<file path="src/hdl/rts_pkg.sv">
// constants and types shared by the reset time-out sequencer
`default_nettype none
package rts_pkg;
  // apb register byte offsets
  localparam logic [7:0] RTS_OFF_CAUSE = 8'h00; // reset cause bits
  localparam logic [7:0] RTS_OFF_STAT = 8'h04; // sequencer state, live inputs
  localparam logic [7:0] RTS_OFF_IRQ = 8'h08; // sticky event bits
  localparam logic [7:0] RTS_OFF_MASK = 8'h0C; // event mask
  // field positions
  localparam int RTS_BIT_BROWNOUT = 0;
  localparam int RTS_BIT_POWERON = 1;
  localparam int RTS_EV_RELEASE = 0;
  localparam int RTS_EV_BROWNOUT = 1;
  // reset values
  localparam logic [1:0] RTS_CAUSE_RST = 2'h0;
  localparam logic [1:0] RTS_MASK_RST = 2'h0;
  // timing
  localparam int RTS_CLK_HZ = 10000000;
  localparam int RTS_PWRUP_MS = 72; // power_up_delay_time
  localparam int RTS_PWRUP_CYC = RTS_PWRUP_MS * (RTS_CLK_HZ / 1000);
  localparam int RTS_RC_DIV = 10; // pclk cycles per internal rc tick
  localparam int RTS_PWRUP_TICKS = RTS_PWRUP_CYC / RTS_RC_DIV;
  localparam int RTS_BOR_US = 100; // brownout_min_duration
  localparam int RTS_BOR_CYC = (RTS_BOR_US * (RTS_CLK_HZ / 1000000)) + 1;
  localparam int RTS_OST_CYC = 1024; // oscillator_startup_counter length
  // oscillator modes
  typedef enum logic [1:0] {
    RTS_OSC_LP = 2'b00, RTS_OSC_XT = 2'b01, RTS_OSC_HS = 2'b10, RTS_OSC_RC = 2'b11
  } rts_osc_t;
  // sequencer states
  typedef enum logic [2:0] {
    RTS_ST_POR = 3'b000, RTS_ST_PWRUP = 3'b001, RTS_ST_OST = 3'b010,
    RTS_ST_RUN = 3'b011, RTS_ST_BOR = 3'b100
  } rts_state_t;
endpackage : rts_pkg
`default_nettype wire

</file>
<file path="src/hdl/rts_sequencer.sv">
// reset time-out sequencer with apb status registers
// What this block does
// - supply rise makes reset pulse, starts sequence
// - 72 ms delay only after power-on/brown-out
// - core held in reset during delay
// - active-low fuse enables power-up delay
// - then 1024 oscillator cycles counted
// - oscillator count only crystal modes, not rc
// - brown-out fuse gates brown-out reset
// - dip longer than minimum duration resets
// - stay reset until supply back, then delay
// - new dip during delay restarts brown-out
// - brown-out enabled forces power-up delay
// - delays in order, release after last
// - timers run under master clear low
// - bit 0 cleared by brown-out reset
// - bit 0 meaningless with brown-out off
// - bit 1 cleared by power-on, by presetn or by an apb write of 0
`default_nettype none
module rts_sequencer
  import rts_pkg::*;
#(
  parameter int PWRUP_TICKS = rts_pkg::RTS_PWRUP_TICKS
) (
  // clock and reset
  input wire logic pclk,
  input wire logic presetn,
  // apb slave
  input wire logic psel,
  input wire logic penable,
  input wire logic pwrite,
  input wire logic [7:0] paddr,
  input wire logic [31:0] pwdata,
  output logic [31:0] prdata,
  output logic pready,
  output logic pslverr,
  // supply monitors and pins, asynchronous
  input wire logic supply_rise_det,
  input wire logic brownout_below,
  input wire logic master_clear_n,
  input wire logic oscillator_input,
  input wire logic wake_from_sleep,
  // fuses and mode, static
  input wire logic power_delay_enable_n,
  input wire logic brownout_enable_fuse,
  input wire logic [1:0] osc_mode,
  // outputs
  output logic core_reset_hold,
  output logic irq
);
  import rts_pkg::*;

  // all state in one struct
  typedef struct packed {
    logic [1:0] s_rise; // supply rise sync
    logic [1:0] s_bor; // brown-out sync
    logic [1:0] s_master_clear_n; // master clear sync
    logic [1:0] s_osc; // oscillator sync
    logic [1:0] s_wake; // wake sync
    logic rise_q; // last synced rise level
    logic osc_q; // last synced oscillator level
    logic wake_q; // last synced wake level
    rts_state_t st; // sequencer state
    logic [3:0] rc_div; // rc tick divider
    logic [19:0] pw_cnt; // power-up ticks
    logic [10:0] ost_cnt; // oscillator edges
    logic [10:0] bor_cnt; // dip length
    logic [1:0] cause; // reset cause bits
    logic [1:0] evt; // sticky events
    logic [1:0] mask; // event mask
    logic [31:0] prdata;
    logic pready;
    logic hold;
    logic irq;
  } rts_reg_t;

  rts_reg_t cur;
  rts_reg_t nxt;

  logic rise_pulse; // power-on reset pulse
  logic osc_rise; // oscillator rising edge
  logic wake_pulse; // sleep wake event
  logic bor_active; // qualified brown-out
  logic ost_needed; // crystal type mode
  logic pw_needed; // power-up delay applies
  logic apb_acc; // apb access phase
  logic rc_tick; // internal rc tick

  // derived terms, read only from second sync stages
  always_comb
  begin
    rise_pulse = cur.s_rise[1] && !cur.rise_q;
    osc_rise = cur.s_osc[1] && !cur.osc_q;
    wake_pulse = cur.s_wake[1] && !cur.wake_q;
    ost_needed = (rts_osc_t'(osc_mode) != RTS_OSC_RC);
    pw_needed = !power_delay_enable_n || brownout_enable_fuse;
    bor_active = brownout_enable_fuse && (cur.bor_cnt == 11'(RTS_BOR_CYC));
    apb_acc = psel && penable && !cur.pready;
    rc_tick = (cur.rc_div == 4'(RTS_RC_DIV - 1));
  end

  // next-state logic
  always_comb
  begin
    nxt = cur;
    nxt.s_rise = {cur.s_rise[0], supply_rise_det};
    nxt.s_bor = {cur.s_bor[0], brownout_below};
    nxt.s_master_clear_n = {cur.s_master_clear_n[0], master_clear_n};
    nxt.s_osc = {cur.s_osc[0], oscillator_input};
    nxt.s_wake = {cur.s_wake[0], wake_from_sleep};
    nxt.rise_q = cur.s_rise[1];
    nxt.osc_q = cur.s_osc[1];
    nxt.wake_q = cur.s_wake[1];
    // free-running rc tick divider
    nxt.rc_div = rc_tick ? 4'h0 : cur.rc_div + 4'h1;
    // brown-out dip length, saturating at the minimum duration
    if (!cur.s_bor[1])
    begin
      nxt.bor_cnt = 11'h000;
    end
    else if (cur.bor_cnt != 11'(RTS_BOR_CYC))
    begin
      nxt.bor_cnt = cur.bor_cnt + 11'h001;
    end
    // sequencer; timers ignore master clear, it only gates the output
    case (cur.st)
      RTS_ST_POR:
      begin
        nxt.pw_cnt = 20'h00000;
        nxt.ost_cnt = 11'h000;
        nxt.st = pw_needed ? RTS_ST_PWRUP : (ost_needed ? RTS_ST_OST : RTS_ST_RUN);
      end
      RTS_ST_PWRUP:
      begin
        if (rc_tick)
        begin
          nxt.pw_cnt = cur.pw_cnt + 20'h00001;
        end
        if (cur.pw_cnt == 20'(PWRUP_TICKS))
        begin
          nxt.st = ost_needed ? RTS_ST_OST : RTS_ST_RUN;
        end
      end
      RTS_ST_OST:
      begin
        if (osc_rise)
        begin
          nxt.ost_cnt = cur.ost_cnt + 11'h001;
        end
        if (cur.ost_cnt == 11'(RTS_OST_CYC))
        begin
          nxt.st = RTS_ST_RUN;
        end
      end
      RTS_ST_RUN:
      begin
        // wake from sleep reruns only the oscillator count
        if (wake_pulse && ost_needed)
        begin
          nxt.ost_cnt = 11'h000;
          nxt.st = RTS_ST_OST;
        end
      end
      RTS_ST_BOR:
      begin
        // held until supply back, then full power-up delay
        nxt.pw_cnt = 20'h00000;
        nxt.ost_cnt = 11'h000;
        if (!cur.s_bor[1])
        begin
          nxt.st = RTS_ST_PWRUP;
        end
      end
      default:
      begin
        nxt.st = RTS_ST_POR;
      end
    endcase
    // brown-out wins from any state, also aborts a running delay
    if (bor_active)
    begin
      nxt.st = RTS_ST_BOR;
      nxt.cause[RTS_BIT_BROWNOUT] = 1'b0;
    end
    // power-on pulse restarts everything
    if (rise_pulse)
    begin
      nxt.st = RTS_ST_POR;
      nxt.cause[RTS_BIT_POWERON] = 1'b0;
    end
    // apb slave, one wait state: pready in second cycle after setup
    nxt.pready = apb_acc;
    nxt.prdata = 32'h0000_0000;
    if (apb_acc && !pwrite)
    begin
      case (paddr)
        RTS_OFF_CAUSE: nxt.prdata = {30'h0, cur.cause};
        RTS_OFF_STAT: nxt.prdata = {24'h0, cur.s_master_clear_n[1], cur.s_bor[1], 1'b0, cur.hold,
                                    1'b0, cur.st};
        RTS_OFF_IRQ: nxt.prdata = {30'h0, cur.evt};
        RTS_OFF_MASK: nxt.prdata = {30'h0, cur.mask};
        default: nxt.prdata = 32'h0000_0000;
      endcase
    end
    if (apb_acc && pwrite)
    begin
      case (paddr)
        RTS_OFF_CAUSE: nxt.cause = pwdata[1:0] & {!rise_pulse, !bor_active};
        RTS_OFF_IRQ: nxt.evt = cur.evt & ~pwdata[1:0];
        RTS_OFF_MASK: nxt.mask = pwdata[1:0];
        default: nxt.mask = cur.mask;
      endcase
    end
    // hold: timers running or master clear low
    // worked out before the events so the release edge can be seen here
    nxt.hold = (nxt.st != RTS_ST_RUN) || !cur.s_master_clear_n[1];
    // events set after clear so a coincident event wins
    if (cur.hold && !nxt.hold)
    begin
      nxt.evt[RTS_EV_RELEASE] = 1'b1;
    end
    if (bor_active && cur.st != RTS_ST_BOR)
    begin
      nxt.evt[RTS_EV_BROWNOUT] = 1'b1;
    end
    nxt.irq = |(nxt.evt & nxt.mask);
  end

  // state register
  always_ff @(posedge pclk or negedge presetn)
  begin
    if (!presetn)
    begin
      cur <= '{st: RTS_ST_POR, hold: 1'b1, cause: RTS_CAUSE_RST, mask: RTS_MASK_RST,
               default: '0};
    end
    else
    begin
      cur <= nxt;
    end
  end

  // outputs straight from flops
  assign prdata = cur.prdata;
  assign pready = cur.pready;
  assign pslverr = 1'b0;
  assign core_reset_hold = cur.hold;
  assign irq = cur.irq;
endmodule : rts_sequencer
`default_nettype wire

</file>
<file path="config.mk">
export PLATFORM = sky130hd
export DESIGN_NAME = rts_sequencer
export DESIGN_NICKNAME = d
export VERILOG_FILES = /design/src/hdl/rts_pkg.sv /design/src/hdl/rts_sequencer.sv
export SDC_FILE = /design/constraint.sdc
export NUM_CORES = 1
export LEC_CHECK = 0
export BUFFER_PORTS_ARGS = -buffer_cell sky130_fd_sc_hd__buf_2
export CORE_MARGIN = 2
export CORE_UTILIZATION = 58
export DETAILED_ROUTE_END_ITERATION = 10
export GPL_ROUTABILITY_DRIVEN = 0
export GPL_TIMING_DRIVEN = 0
export PLACE_DENSITY = 0.92
export SYNTH_ARGS = -nofsm -noshare
export SYNTH_HDL_FRONTEND = slang
export SYNTH_SLANG_ARGS = --single-unit
</file>
<file path="constraint.sdc">
create_clock -name pclk -period 6.5 [get_ports pclk]
set_input_delay 0.325 -clock pclk [delete_from_list [all_inputs] [get_ports pclk]]
set_output_delay 0.325 -clock pclk [all_outputs]
set_load 0.1 [all_outputs]
</file>
* Word level (Yosys, flattened, before mapping) *
Cells that the tools add are included.

word-level totals
  flip-flop bits (word level) = 103
  output and inout port bits = 36

cells by class
  add/subtract/negate cells = 4
  equal/unequal tests = 19
  muxes and demuxes = 27
  bitwise logic cells = 4
  reductions and logical operators = 31

operators by type and width
  operator                                                                 number
  11-bit 2-to-1 mux                                                        4
  20-bit one-hot mux with 2 select lines                                   1
  11-bit one-hot mux with 3 select lines                                   1
  8-bit one-hot mux with 4 select lines                                    1
  11-bit by 1-bit adder with 11-bit output, second input constant          2
  3-bit 2-to-1 mux                                                         7
  20-bit by 1-bit adder with 20-bit output, second input constant          1
  20-bit by 17-bit equality test with 1-bit output, second input constant  1
  20-bit 2-to-1 mux                                                        1
  8-bit by 4-bit equality test with 1-bit output, second input constant    2
  3-bit one-hot mux with 5 select lines                                    1
  11-bit by 10-bit equality test with 1-bit output, second input constant  1
  11-bit equality test, second input constant                              1
  1-bit logical AND                                                        11
  11-bit by 10-bit != test with 1-bit output, second input constant        1
  1-bit zero test                                                          10
  8-bit by 3-bit equality test with 1-bit output, second input constant    1
  8-bit zero test                                                          1
  8-bit 2-to-1 mux                                                         1
  2-bit != test, second input constant                                     4
  2-bit AND                                                                3
  3-bit by 2-bit equality test with 1-bit output, second input constant    2
  2-bit 2-to-1 mux                                                         3
  6-bit 2-to-1 mux                                                         1
  17 further kinds                                                         23

* Depth between registers and ports, before layout *
  depth after elaboration = 14
  gate-level depth with buffers = 8

* Worst setup path before layout *
No wires, ideal clock.

  kind = reg-to-reg
  from = register cur (netlist bit pready)
  to = register cur (netlist bit irq)
  library setup time = 120 ps
  arrival time = 2,184 ps
  required time = 6,380 ps
  setup slack = 4,196 ps
  cell stages (with the launch flop) = 7
  clock period less this slack = 2,304 ps
  cell sequence = dfrtp_1 nand3b_1 nor4_1 o21ai_0 a21oi_1 o22ai_1 a41o_1

RTL lines
  item                    RTL line              source
  start, declared         rts_sequencer.sv:77   rts_reg_t cur;
  start signal, assigned  rts_sequencer.sv:234  cur <= '{st: RTS_ST_POR, hold: 1'b1, cause: RTS_CAUSE_RST, mask: RTS_MASK_RST,
  start signal, assigned  rts_sequencer.sv:239  cur <= nxt;

==> metrics.cfg <==
[run_status]
outcome = completed

[global_routing]
grt_antenna_before_repair = 0
grt_overflow = 0
grt_start_max_net_pins = 78
grtUsageTotal = 0.228
grt_pass1_wl_um = 13200
grt_pass1_vias = 2870

[worst_setup_path]
r2r_start = cur[78]
rrSetupSlack_ns = 4.02
required_ns = 6.75
cpMaxStageDelayCell = or4_1
worstPathMaxFanout = 4
rr_endpoint = cur[37]
worst-r2r-cell-count = 6
cp-end-kind = flop
crit_chain = or4_1, nor4_1, a31oi_1, nor3_1, nor2_1, a32o_1
crit_path_start_kind = flop
cp.arrival_ns = 2.73
slowest_delay_ns = 0.55
critPathTopFamily = simple AND/OR/NAND/NOR gates
critPathBufInv = 0
critical_path_class = flop to flop

[clocking]
cts_sinks = 77
clock_latency_ns = 0.36
cts_setup_buffers = 0
clk_transition_reported_paths_ns = 0.08
cts_root_buffer = clkbuf_8
cts_buffers = 9
clk_path_buf_depth = 2
cts_htree_levels = 3
cts_tree = built

[power]
p_int_uw = 753
p_switching_uw = 395
ir_worst_vdd_uv = 185
powerDensity_nw_per_um2 = 256
leakage_uw = 0.00222
p_sw_frac = 0.344
seqPwrFrac = 0.442
clockPowerShare = 0.303
pwr-share-comb = 0.254

[routing]
firstDrtPassIters = 5
wl_per_cell_um = 14.3
vias_per_cell = 5.62
wirelength_um = 7660
vias = 2999
ant_nets = 0
drc = 0
drt_first_iter_violations = 288

[synthesis]
synthFlopType = dfrtp_1
synth-seq-cells = 77
synth_cells = 382
post_synth_instance_area_um2 = 3920
syn_area_per_cell_um2 = 10.3
synth-warning-count = 0
synthArstFlopShare = 1.00
yosysSeqAreaShare = 0.492
ys_types = 57
synth_edf_count = 0

[timing]
fmax_mhz = 404
period_share = 0.381
clock_skew_ns = 0.0113
slew_headroom = 0.335
drv_slew = 0
hold_violations = 0
fin_tns_setup_ns = 0
finalSetupViolCount = 0
rsz0062_at_grt = no
tightest_slew_ns = 0.989
min_period_ns = 2.48

[hold_path]
hold_class = input port to flop
min_path_cells = 1
min_from = master_clear_n
min_to = cur[97]

[floorplan]
die_h_um = 86.2
dieArea_um2 = 7430
core_region_area_um2 = 6460
die_w_um = 86.2
pin_count = 90
start_util = 0.607
rows = 29

[place]
place_inst = 517
port_buffers = 31
dpl.hpwl_um = 5160

[cells_and_area]
drive_above_1_share = 0.208
finalNonFillerCells = 534
area_growth_pct = 14.6
num_antenna_cells = 0
finalNetCount = 512
final_common_cell = dfrtp_1
final_cell_mix = dfrtp_1 (76), nor2_1 (35), buf_4 (34), nand2_1 (31), buf_2 (30)

[flow_run]
cap_violations = 0

-- layout make-up --
class,count,area (um^2)
Tap cell,77,96.3
Clock inverter,5,52.6
Fill cell,468,1970
Buffer,41,294
Multi-Input combinational cell,276,1740
Timing Repair Buffer,33,195
Clock buffer,11,131
Inverter,14,52.6
Sequential cell,77,1930
-- metrics by stage --
| stage | area [um^2] | util | worst slack, ns | power (uW) | hold WS, ns |
|---|---|---|---|---|---|
| 2_1_floorplan | 4020 | - | 4.20 | 743 | 0.0294 |
| 5_1_grt | 4490 | 0.695 | 3.93 | 1200 | 0.0521 |
| 6_report | 4490 | 0.695 | 4.02 | 1150 | 0.0649 |
| 4_1_cts | 4490 | 0.695 | 4.07 | 1150 | 0.0598 |
| 3_3_place_gp | 4270 | 0.661 | 4.11 | 793 | 0.334 |
| 3_5_place_dp | 4300 | 0.665 | 4.02 | 805 | 0.336 |
-- synth_stat cells (all sizes together), types with 4 or more instances --
| cell | n | area [um^2] |
|---|---|---|
| a21oi | 7 | 35.0 |
| and2 | 12 | 76.3 |
| and3 | 9 | 56.3 |
| buf | 35 | 270 |
| clkbuf | 6 | 23.8 |
| dfrtp | 76 | 1900 |
| ha | 6 | 75.1 |
| inv | 14 | 52.6 |
| nand2 | 31 | 116 |
| nand2b | 6 | 37.5 |
| nand3 | 15 | 75.1 |
| nand4 | 15 | 109 |
| nor2 | 35 | 131 |
| nor3b | 4 | 41.3 |
| nor4 | 6 | 52.6 |
| o21ai | 14 | 70.1 |
| or3 | 7 | 43.8 |
| xnor2 | 7 | 61.3 |
| xor2 | 23 | 201 |
-- power groups by stage --
| stage | Sequential [uW] | Combinational, uW | Clock (uW) |
|---|---|---|---|
| after global placement | 516 | 278 | 0 |
| after floorplan | 526 | 217 | 0 |
| after CTS | 508 | 291 | 349 |
| after global routing | 510 | 317 | 374 |
| after detailed placement | 517 | 288 | 0 |
| final | 508 | 292 | 348 |
-- what timing repair did --
action | CTS | global route
hold endpoints to repair | 60 | 0
hold buffers | 1 | 0
gates resized for setup | 0 | 0
-- sequential cells by signal (all words and copies together), names as in the netlist --
| name | count |
|---|---|
| cur | 68 |
| prdata | 6 |
| core_reset_hold | 1 |
| irq | 1 |
| pready | 1 |
-- metal layers --
layer | GRT usage | share of wire
met2 | 0.367 | 0.50
met5 | 0 | 0
met1 | 0.287 | 0.42
met3 | 0.0571 | 0.052
met4 | 0.115 | 0.026
-- cells by family (layout without fill, tap and decap cells) --
logic type,Yosys count,after routing,synth area share
and+or+nand+nor,161,161,0.230
AOI/OAI and AO/OA,47,47,0.0827
buffers and inverters,55,104,0.0884
muxes,5,5,0.0195
other,1,27,0.000957
xor gates and xnor gates,30,30,0.0670
adders and majority gates,6,6,0.0192
DFF,77,77,0.492
-- worst max path at each step --
| stage | end | cells past startpoint | slack, ns | startpoint |
|---|---|---|---|---|
| finish | cur[37] | 6 | 4.02 | cur[78] |
| global route | cur[37] | 6 | 3.93 | cur[78] |
| CTS | cur[79] | 7 | 4.07 | cur[88] |
| detailed placement | irq | 7 | 4.02 | paddr[1] |
| global placement | irq | 7 | 4.11 | paddr[1] |
| floorplan | irq | 6 | 4.20 | pready |
(Power assumes the default switching activity.)
